$ cat config.mk
export PLATFORM = sky130hd
export DESIGN_NAME = apdu_power_unit
export DESIGN_NICKNAME = d
export VERILOG_FILES = /design/src/apdu_pkg.sv /design/src/apdu_power_unit.sv
export SDC_FILE = /design/constraint.sdc
export NUM_CORES = 1
export LEC_CHECK = 0
export ABC_CLOCK_PERIOD_IN_PS = 1300
export BUFFER_PORTS_ARGS = -buffer_cell sky130_fd_sc_hd__buf_4
export CELL_PAD_IN_SITES_DETAIL_PLACEMENT = 0
export CELL_PAD_IN_SITES_GLOBAL_PLACEMENT = 1
export CORE_AREA = 5 5 76 78
export CTS_BUF_LIST = sky130_fd_sc_hd__clkbuf_16
export CTS_CLUSTER_SIZE = 10
export DETAILED_ROUTE_END_ITERATION = 8
export DIE_AREA = 0 0 81 83
export MAX_ROUTING_LAYER = met4
export PLACE_DENSITY = 0.74
export SYNTH_ARGS = -nofsm -noshare
export SYNTH_HDL_FRONTEND = slang
export SYNTH_SLANG_ARGS = --single-unit
$ cat constraint.sdc
create_clock -name core_clk -period 1.3 [get_ports core_clk]
set_input_delay 0.13 -clock core_clk [delete_from_list [all_inputs] [get_ports core_clk]]
set_output_delay 0.13 -clock core_clk [all_outputs]
set_load 0.02 [all_outputs]
$ cat src/apdu_pkg.sv
// Constants for the automatic power-down unit
package apdu_pkg;
  // Register offsets within the internal register page
  localparam logic [7:0] APDU_CTRL0_OFFSET = 8'hB0;
  localparam logic [7:0] APDU_CTRL1_OFFSET = 8'hB1;
  localparam logic [7:0] APDU_CTRL0_RESET = 8'h00;
  localparam logic [7:0] APDU_CTRL1_RESET = 8'h00;
  // power_mode_control_0 fields
  localparam int APDU_C0_APD_OPERATE = 0;
  localparam int APDU_C0_POLARITY = 1;
  localparam int APDU_C0_AUTO_POWERDOWN_ENABLE = 2;
  localparam int APDU_C0_MEM_SAVER = 3;
  localparam int APDU_C0_FAST_OFF = 4;
  localparam int APDU_C0_ARRAY_CLK_OFF = 5;
  localparam int APDU_C0_CELL_CLK_OFF = 6;
  localparam int APDU_C0_TIMER_CLK_OFF = 7;
  // power_mode_control_1 fields
  localparam int APDU_C1_CLK_SELECT = 0;
  localparam int APDU_C1_SLEEP_ENABLE = 1;
  localparam logic [7:0] APDU_C1_USED_MASK = 8'h03;
  // Counter
  localparam int APDU_COUNT_WIDTH = 4;
  localparam logic [3:0] APDU_COUNT_OVERFLOW = 4'hF;
  // Timing
  localparam int APDU_CLK_PERIOD_NS = 50;
  localparam int APDU_ARRAY_IDLE_NS = 70;
  localparam int APDU_ARRAY_IDLE_CYCLES =
    (APDU_ARRAY_IDLE_NS + APDU_CLK_PERIOD_NS - 1) / APDU_CLK_PERIOD_NS;
  localparam int APDU_SLOW_INPUT_NS = 67;
  localparam int APDU_SLOW_INPUT_CYCLES =
    (APDU_SLOW_INPUT_NS + APDU_CLK_PERIOD_NS - 1) / APDU_CLK_PERIOD_NS;
  // Standby state, Gray coded along active -> power-down -> sleep
  typedef enum logic [1:0] {
    APDU_ACTIVE = 2'b00,
    APDU_POWERDOWN = 2'b01,
    APDU_SLEEP = 2'b11
  } apdu_mode_type;
endpackage

$ cat src/apdu_power_unit.sv
// Automatic power-down, sleep and power gating control
`timescale 1ns/100ps
// Notes on behaviour
// - Chip select high powers down at once
// - Deselected device blocks host signals to array
// - Static strobe: count 15 clocks, then power-down
// - Power-down also enters sleep when sleep and polarity bits set
// - Strobe activity leaves power-down or sleep immediately
// - Control1 bit 0 picks counter clock, aux after reset
// - Control0 bit 1 sets strobe idle level
// - Control0 bit 2 enables automatic power-down counting
// - Count only while strobe static at idle level
// - Sleep needs sleep, enable, polarity bits, overflow
// - Array keeps responding in sleep, slower
// - Saver off: code memory on while selected and not powered down
// - Saver on: code memory standby when unaccessed
// - Byte bus with saver powers one half only
// - Control0 bit 4 lets array power down
// - Array idles after 70 ns static inputs
// - Control0 bit 5 cuts main clock from array
// - Bits 6 and 7 cut cell and timer clocks
// - Counter clock stops once unit powers down
// - Clock buffer off when bits 5-7 and overflow
module apdu_power_unit
  import apdu_pkg::*;
#(
  parameter int COUNT_WIDTH = APDU_COUNT_WIDTH
) (
  input wire logic core_clk,
  input wire logic rst_n,
  input wire logic clk_en,
  input wire logic chip_select_n,
  input wire logic addr_strobe,
  input wire logic aux_clock_pin,
  input wire logic main_clock_pin,
  input wire logic reg_select,
  input wire logic [7:0] reg_addr,
  input wire logic reg_write,
  input wire logic reg_read,
  input wire logic [7:0] reg_wdata,
  output logic [7:0] reg_rdata,
  input wire logic bus_width_8,
  input wire logic addr_lsb,
  input wire logic code_mem_access,
  input wire logic sram_access,
  input wire logic array_inputs_changed,
  output logic powerdown_signal,
  output logic sleep_mode,
  output logic device_standby,
  output logic bus_buffer_enable,
  output logic code_mem_power,
  output logic sram_power,
  output logic mem_even_enable,
  output logic mem_odd_enable,
  output logic array_power,
  output logic array_slow,
  output logic array_clock_gate,
  output logic cell_register_clock_gate,
  output logic timer_clock_gate,
  output logic main_clock_buffer_enable,
  output logic counter_clock_run
);
  localparam logic [COUNT_WIDTH-1:0] COUNT_MAX = {COUNT_WIDTH{1'b1}};

  logic [7:0] power_mode_control_0;
  logic [7:0] power_mode_control_1;
  logic [COUNT_WIDTH-1:0] apd_count;
  apdu_mode_type mode;
  apdu_mode_type next_mode;
  logic strobe_q;
  logic counter_clock_q;
  logic main_clock_q;
  logic counter_clock_in;
  logic counter_clock_edge;
  logic strobe_idle;
  logic count_allowed;
  logic overflow;
  logic sleep_allowed;
  logic array_activity;
  logic [1:0] array_idle_count;
  logic [1:0] slow_gap_count;

  function automatic logic reg_hit(input logic [7:0] addr, input logic [7:0] offset);
    return reg_select && (addr == offset);
  endfunction

  // Register writes, reserved bits of control1 kept at zero
  always_ff @(posedge core_clk) begin
    if (!rst_n) begin
      power_mode_control_0 <= APDU_CTRL0_RESET;
      power_mode_control_1 <= APDU_CTRL1_RESET;
    end else if (clk_en && reg_write) begin
      if (reg_hit(reg_addr, APDU_CTRL0_OFFSET)) begin
        power_mode_control_0 <= reg_wdata;
      end
      if (reg_hit(reg_addr, APDU_CTRL1_OFFSET)) begin
        power_mode_control_1 <= reg_wdata & APDU_C1_USED_MASK;
      end
    end
  end

  // Registered read data, zero for unmapped offsets
  always_ff @(posedge core_clk) begin
    if (!rst_n) begin
      reg_rdata <= 8'h00;
    end else if (clk_en && reg_read) begin
      if (reg_hit(reg_addr, APDU_CTRL0_OFFSET)) begin
        reg_rdata <= power_mode_control_0;
      end else if (reg_hit(reg_addr, APDU_CTRL1_OFFSET)) begin
        reg_rdata <= power_mode_control_1;
      end else begin
        reg_rdata <= 8'h00;
      end
    end
  end

  // Counter clock source and edge detect
  assign counter_clock_in = power_mode_control_1[APDU_C1_CLK_SELECT] ?
                            main_clock_pin : aux_clock_pin;
  assign counter_clock_edge = counter_clock_in && !counter_clock_q &&
                              counter_clock_run;

  always_ff @(posedge core_clk) begin
    if (!rst_n) begin
      strobe_q <= 1'b0;
      counter_clock_q <= 1'b0;
      main_clock_q <= 1'b0;
    end else if (clk_en) begin
      strobe_q <= addr_strobe;
      counter_clock_q <= counter_clock_in;
      main_clock_q <= main_clock_pin;
    end
  end

  // Strobe static at programmed idle level
  assign strobe_idle = (addr_strobe == power_mode_control_0[APDU_C0_POLARITY]) &&
                       (strobe_q == addr_strobe);
  assign count_allowed = power_mode_control_0[APDU_C0_AUTO_POWERDOWN_ENABLE] && strobe_idle;
  assign overflow = (apd_count == COUNT_MAX);

  always_ff @(posedge core_clk) begin
    if (!rst_n) begin
      apd_count <= '0;
    end else if (clk_en) begin
      if (!count_allowed) begin
        apd_count <= '0;
      end else if (counter_clock_edge && !overflow) begin
        apd_count <= apd_count + 1'b1;
      end
    end
  end

  assign sleep_allowed = power_mode_control_1[APDU_C1_SLEEP_ENABLE] &&
                         power_mode_control_0[APDU_C0_AUTO_POWERDOWN_ENABLE] &&
                         power_mode_control_0[APDU_C0_POLARITY];

  always_comb begin
    next_mode = mode;
    case (mode)
      APDU_ACTIVE: begin
        if (count_allowed && overflow) begin
          next_mode = sleep_allowed ? APDU_SLEEP : APDU_POWERDOWN;
        end
      end
      APDU_POWERDOWN, APDU_SLEEP: begin
        if (!count_allowed) begin
          next_mode = APDU_ACTIVE;
        end else begin
          next_mode = sleep_allowed ? APDU_SLEEP : APDU_POWERDOWN;
        end
      end
      default: next_mode = APDU_ACTIVE;
    endcase
  end

  always_ff @(posedge core_clk) begin
    if (!rst_n) begin
      mode <= APDU_ACTIVE;
    end else if (clk_en) begin
      mode <= next_mode;
    end
  end

  assign powerdown_signal = (mode != APDU_ACTIVE);
  assign sleep_mode = (mode == APDU_SLEEP);
  assign counter_clock_run = (mode == APDU_ACTIVE);
  assign device_standby = chip_select_n || powerdown_signal;
  assign bus_buffer_enable = !chip_select_n;

  // Memory current saving
  always_comb begin
    if (chip_select_n || powerdown_signal) begin
      code_mem_power = 1'b0;
      sram_power = 1'b0;
    end else if (power_mode_control_0[APDU_C0_MEM_SAVER]) begin
      code_mem_power = code_mem_access;
      sram_power = sram_access;
    end else begin
      code_mem_power = 1'b1;
      sram_power = sram_access;
    end
    if (power_mode_control_0[APDU_C0_MEM_SAVER] && bus_width_8) begin
      mem_even_enable = !addr_lsb;
      mem_odd_enable = addr_lsb;
    end else begin
      mem_even_enable = 1'b1;
      mem_odd_enable = 1'b1;
    end
  end

  // Logic array zero-power tracking
  assign array_activity = array_inputs_changed ||
    (!power_mode_control_0[APDU_C0_ARRAY_CLK_OFF] &&
     (main_clock_pin != main_clock_q));

  always_ff @(posedge core_clk) begin
    if (!rst_n) begin
      array_idle_count <= '0;
    end else if (clk_en) begin
      if (array_activity) begin
        array_idle_count <= '0;
      end else if (array_idle_count != 2'(APDU_ARRAY_IDLE_CYCLES)) begin
        array_idle_count <= array_idle_count + 1'b1;
      end
    end
  end

  always_ff @(posedge core_clk) begin
    if (!rst_n) begin
      slow_gap_count <= '0;
    end else if (clk_en) begin
      if (array_inputs_changed) begin
        slow_gap_count <= '0;
      end else if (slow_gap_count != 2'(APDU_SLOW_INPUT_CYCLES)) begin
        slow_gap_count <= slow_gap_count + 1'b1;
      end
    end
  end

  assign array_power = !power_mode_control_0[APDU_C0_FAST_OFF] ||
                       (array_idle_count != 2'(APDU_ARRAY_IDLE_CYCLES));
  assign array_slow = sleep_mode ||
    (power_mode_control_0[APDU_C0_FAST_OFF] &&
     slow_gap_count == 2'(APDU_SLOW_INPUT_CYCLES));

  assign array_clock_gate = !power_mode_control_0[APDU_C0_ARRAY_CLK_OFF];
  assign cell_register_clock_gate = !power_mode_control_0[APDU_C0_CELL_CLK_OFF];
  assign timer_clock_gate = !power_mode_control_0[APDU_C0_TIMER_CLK_OFF];
  assign main_clock_buffer_enable = !(&power_mode_control_0[7:5] && overflow);

  // Checks
  property p_no_count_when_disabled;
    @(posedge core_clk) disable iff (!rst_n)
      (clk_en && !power_mode_control_0[APDU_C0_AUTO_POWERDOWN_ENABLE]) |=> (apd_count == '0);
  endproperty
  count_disable_a: assert property (p_no_count_when_disabled)
    else $error("counter moved while disabled");

  pd_entry_a: assert property (@(posedge core_clk) disable iff (!rst_n)
    (clk_en && mode == APDU_ACTIVE && count_allowed && overflow) |=> powerdown_signal)
    else $error("overflow did not power down");

  pd_exit_a: assert property (@(posedge core_clk) disable iff (!rst_n)
    (clk_en && !count_allowed) |=> !powerdown_signal && apd_count == '0)
    else $error("strobe activity did not wake");

  sleep_cause_a: assert property (@(posedge core_clk) disable iff (!rst_n)
    $rose(sleep_mode) |-> $past(sleep_allowed) && $past(overflow))
    else $error("sleep without its enables");

  pd_needs_count_a: assert property (@(posedge core_clk) disable iff (!rst_n)
    $rose(powerdown_signal) |-> $past(apd_count) == COUNT_MAX)
    else $error("power-down before fifteen clocks");

  counter_hold_a: assert property (@(posedge core_clk) disable iff (!rst_n)
    (clk_en && powerdown_signal && count_allowed) |=> $stable(apd_count))
    else $error("counter ran while powered down");

  cs_standby_a: assert property (@(posedge core_clk) disable iff (!rst_n)
    chip_select_n |-> device_standby && !bus_buffer_enable && !code_mem_power)
    else $error("deselect did not power down");

  mem_saver_a: assert property (@(posedge core_clk) disable iff (!rst_n)
    (!chip_select_n && !powerdown_signal && !power_mode_control_0[APDU_C0_MEM_SAVER])
      |-> code_mem_power)
    else $error("code memory off with saver off");

  array_idle_a: assert property (@(posedge core_clk) disable iff (!rst_n)
    (clk_en && power_mode_control_0[APDU_C0_FAST_OFF] && array_activity) ##1
      (clk_en && power_mode_control_0[APDU_C0_FAST_OFF] && !array_activity) [*2]
      |=> !array_power)
    else $error("array stayed powered while idle");

  clk_buffer_a: assert property (@(posedge core_clk) disable iff (!rst_n)
    main_clock_buffer_enable != (&power_mode_control_0[7:5] && apd_count == COUNT_MAX))
    else $error("clock buffer gate wrong");

  cover_pd_c: cover property (@(posedge core_clk) disable iff (!rst_n)
    $rose(powerdown_signal));
  cover_sleep_c: cover property (@(posedge core_clk) disable iff (!rst_n)
    $rose(sleep_mode));
  cover_wake_c: cover property (@(posedge core_clk) disable iff (!rst_n)
    $fell(powerdown_signal));
endmodule

Yosys cells after proc, flatten, opt, wreduce, memory -nomap -nowiden
Index checks and enable logic that the tools add are counted.
{"block": "classes", "n_addsub": 3, "mux": 18, "reduce_logical": 41, "eq_ne": 13}
{"op": "8-bit == test, second input constant", "count": 2}
{"op": "1-bit logical AND", "count": 16}
{"op": "2-bit two-way mux", "count": 8}
{"op": "2-bit AND reduction", "count": 6}
{"op": "1-bit logical NOT", "count": 9}
{"op": "4-bit two-way mux", "count": 2}
{"op": "8-bit two-way mux", "count": 1}
{"op": "1-bit two-way mux", "count": 6}
{"op": "2-bit nonzero test", "count": 3}
{"op": "2-bit by 1-bit adder with 2-bit output, second input constant", "count": 2}
{"op": "4-bit by 1-bit adder with 4-bit output, second input constant", "count": 1}
{"op": "2-bit == test, second input constant", "count": 2}
{"op": "4-bit == test, second input constant", "count": 1}
{"op": "1-bit logical OR", "count": 4}
{"op": "2-bit by 1-bit != test with 1-bit output, second input constant", "count": 2}
{"op": "2-bit != test, second input constant", "count": 2}
{"op": "2-bit case mux with 2 select lines", "count": 1}
{"op": "3-bit AND reduction", "count": 1}
{"op": "1-bit == test", "count": 2}
{"op": "2-bit by 1-bit == test with 1-bit output, second input constant", "count": 1}
{"op": "2-bit logical NOT", "count": 1}
{"op": "2-bit OR reduction", "count": 1}
{"op": "1-bit != test", "count": 1}
{"block": "totals", "output_inout_bits": 23, "register_bits": 31, "word_cells": 85, "input_bits": 31}

Longest topological paths before layout
{"block": "depth", "depth_word": 6, "ltp_mapped": 6, "ltp_nobuf": 6}

Least setup slack after synthesis
Ideal clock, no wire load.
{"block": "synth_timing", "kind": "register to output", "start": "reg mode[1]", "end": "out code_mem_power", "arrival_time_ps": 1490, "path_slack_ps": -320, "path_buffers": 0, "required_ps": 1170, "path_stages_with_launch": 5, "path_cell_list": "dfxtp_1 -> or2_2 -> inv_1 -> nand2_1 -> a21oi_1"}
{"block": "synth_via", "elab_chain_len": 3}
{"element": "start, declared", "line_no": "apdu_power_unit.sv:68", "source": "apdu_mode_type mode;"}
{"element": "start signal, assigned", "line_no": "apdu_power_unit.sv:180", "source": "mode <= next_mode;"}
{"element": "2-bit nonzero test", "line_no": "apdu_power_unit.sv:184", "source": "assign powerdown_signal = (mode != APDU_ACTIVE);"}
{"element": "net powerdown_signal", "line_no": "apdu_power_unit.sv:47", "source": "output logic powerdown_signal,"}
{"element": "1-bit logical OR"}
{"element": "net device_standby", "line_no": "apdu_power_unit.sv:49", "source": "output logic device_standby,"}
{"element": "1-bit two-way mux", "line_no": "apdu_power_unit.sv:192", "source": "if (chip_select_n || powerdown_signal) begin"}
{"element": "end, declared", "line_no": "apdu_power_unit.sv:51", "source": "output logic code_mem_power,"}
The timed path passes the listed nets, and every way through them passes these cells.

Worst setup path in the final report
{"block": "layout_timing", "start": "reg apd_count[1]", "end": "out main_clock_buffer_enable"}
{"block": "layout_via", "elab_chain_len": 3}
{"element": "start, declared", "line_no": "apdu_power_unit.sv:67", "source": "logic [COUNT_WIDTH-1:0] apd_count;"}
{"element": "start signal, assigned", "line_no": "apdu_power_unit.sv:148", "source": "apd_count <= apd_count + 1'b1;"}
{"element": "4-bit == test", "line_no": "apdu_power_unit.sv:139", "source": "assign overflow = (apd_count == COUNT_MAX);"}
{"element": "1-bit logical AND", "line_no": "apdu_power_unit.sv:249", "source": "assign main_clock_buffer_enable = !(&power_mode_control_0[7:5] && overflow);"}
{"element": "1-bit logical NOT", "line_no": "apdu_power_unit.sv:249"}
{"element": "end, declared", "line_no": "apdu_power_unit.sv:60", "source": "output logic main_clock_buffer_enable,"}
No other way between the ends.

==> run metrics <==
status=finished with violations; failing checks=negative setup slack; crit path time final=1.55 ns; pwr dens=945 mW/mm²; root buf cell=clkbuf_16; DRC=0; wire length per cell=12.4 µm; Final Slew Violations=0; RSZ-0062 raised after global routing=true; first-pass GRT wire length=6310 µm; Final GP Congestion=0.776; worst hold margin=0.0702 ns; Post-DP Area=0.00212 mm²; Peak VDD IR=0.779 mV; Reg clk slew, reported paths=0.05 ns; post-synthesis mux area share=0.0596; Starting Density=0.306; worst clock skew=0.00655 ns; worst skew pair latency=0.28 ns; Adder-Cell Fraction of Synth Area=0.0245; Clock Sink Count=31; die height=83 µm; final WL=3870 µm; share of post-route cells with drive strength above 1=0.442; die width=81 µm; initial drt markers=88; I/O Buffers=53; Initial DRT Pass Iterations=4; pin count of the biggest net entering global routing=39; DR vias=1396; Mapped Cells=167; clock buffer depth=2; area growth from synthesis to layout=58.3%; synthesized cell area=0.00153 mm²; Slew @ Worst Pin=0.325 ns; fin area=0.00242 mm²; core area=0.00501 mm²; Syn. warnings=0; placed instance count=299; Mapped Avg Cell Area=9.17 µm²; Leak=0.000978 µW; Finished Layout Cells=312; max cap viols=0; number of global-route vias before repair=1377; WP data arrival=1.42 ns; synth unique cells=40; Crit Path Class=register to primary output; required time of the critical path=1.17 ns; simple-gate share of the synthesized area=0.328; CTS tree=done; Compound-Gate Fraction of Synth Area=0.120; CTS buffer count=5; Post-synth EDFFs=0; hold buffer count at CTS=0; die footprint=0.00672 mm²; GRT overflow=0; Hold Crit Class=input port to register; post-DR vias/cell=4.47; n_diodes=0; Syn Nets=201; CP endpoint kind=primary output; site row count=26; asr flop ratio synth=0; # IOs=54; DPL Wire Length=2880 µm; setup_tns=-0.477 ns; Final Setup Violations=5; H-tree depth=2; Tcrit/Tclk final=1.19; Final Net Count=275; Fmax achieved=0.647 GHz; Startpoint Class=register; Synth Area in XOR/XNOR=0.0172; Worst slew margin=0.783; remaining antenna violation count after routing=0; Yosys reg bits=31; crit path setup slack, layout=-0.245 ns; overall routing resource usage=0.121; CP max FO=2; largest family of logic cells by synthesized area=simple AND/OR/NAND/NOR gates; leading register cell type out of synthesis=dfxtp_1; Final Hold Fails=0; Seq/Total Area, Yosys=0.405; Final Util=0.484; initial antenna violation count=0
==> Yosys cell counts, drive strengths merged (3+ instances only) <==
master	n	area [µm²]
inv	9	33.8
nor4	4	55.1
buf	3	21.3
mux2i	8	80.1
dfxtp	31	621
o21ai	12	60.1
nand3	14	75.1
a22oi	6	45.0
ha	3	37.5
nor2b	17	106
nand2	12	45.0
a21oi	7	35.0
nor2	9	33.8
clkbuf	4	15.0
==> sequential cells by signal, summed over array words and instances, names as in the netlist <==
register / count
counter_clock_q: 1
power_mode_control_0: 8
slow_gap_count: 2
reg_rdata: 8
array_idle_count: 2
main_clock_q: 1
mode: 2
strobe_q: 1
apd_count: 4
power_mode_control_1: 2
==> metrics by stage <==
step                power, µW  worst slack [ns]
finish                   2290            -0.245
global route             2400            -0.286
CTS                      2310            -0.246
detailed placement       1220            -0.101
global placement         1220           -0.0700
floorplan                1100           0.00287
==> routing by layer <==
| layer | GRT usage | routed length [µm] | share of wire |
|---|---|---|---|
| met1 | 0.149 | 1760 | 0.45 |
| met2 | 0.185 | 1810 | 0.47 |
| met3 | 0.0303 | 223 | 0.058 |
| met4 | 0.0568 | 75 | 0.019 |
| met5 | - | 0 | 0 |
==> critical path, cell delays in order, from the launching register on <==
cell and delay (ns):
dfxtp_2 0.35, ha_4 0.15, nand3_4 0.08, or4_4 0.42, buf_6 0.15
==> layout by cell type (no fill, tap or decap), types with 2 or more instances in the layout <==
master and count:
o21ai_0 10, nand3_4 2, nor4_1 2, nor3_1 2, a21oi_1 6, nor4_4 2, inv_1 8, clkbuf_16 5
buf_4 64, nor2b_1 17, nand4bb_4 2, dfxtp_4 2, a22oi_1 6, nand4_1 2, mux2i_1 8, nand2_1 11
clkinv_1 2, nand3b_1 2, ha_4 2, dfxtp_2 3, o21ai_1 2, buf_6 10, dfxtp_1 26, nor2_1 8
nand3_1 12
==> logic make-up after synthesis <==
group | count (synthesis)
multiplexers | 9
AND/OR/NAND/NOR | 75
flip-flops | 31
XOR/XNOR | 3
adder cells (fa/ha/maj) | 3
buffers and inverters | 16
AO/OA/AOI/OAI | 30
==> report_power, final <==
part | switching [µW] | internal [µW] | leakage, µW | total, µW
sequential | 8.97 | 960 | 0.000254 | 969
clock | 381 | 686 | 0.0000701 | 1070
combinational | 111 | 144 | 0.000655 | 256
total | 501 | 1790 | 0.000978 | 2290
==> area by class of cell <==
type                       count  area [µm²]
clock inverter                 3        11.3
inverter                       9        36.3
clock buffer                   5         125
tap                           70        87.6
fill                         498        2580
timing repair buffer          74         593
sequential                    31         632
multi-input combinational    120         940
==> timing repair <==
action | in CTS | in global routing
pin swaps | 6 | 1
endpoints found under the setup margin | 10 | 14
gates resized for setup | 28 | 8
buffers inserted | 5 | 1
==> final timing paths <==
| kind | from | endpoint | slack [ns] | depth (start not counted) |
|---|---|---|---|---|
| worst max-delay path | apd_count[1] | main_clock_buffer_enable | -0.25 | 4 |
| worst min-delay path | reg_wdata[6] | power_mode_control_0[6] | 0.07 | 3 |
| worst max register to register | mode[0] | apd_count[3] | -0.04 | 4 |
| worst min register to register | power_mode_control_0[0] | power_mode_control_0[0] | 0.47 | 2 |
Power figures use the tool's default switching activity.
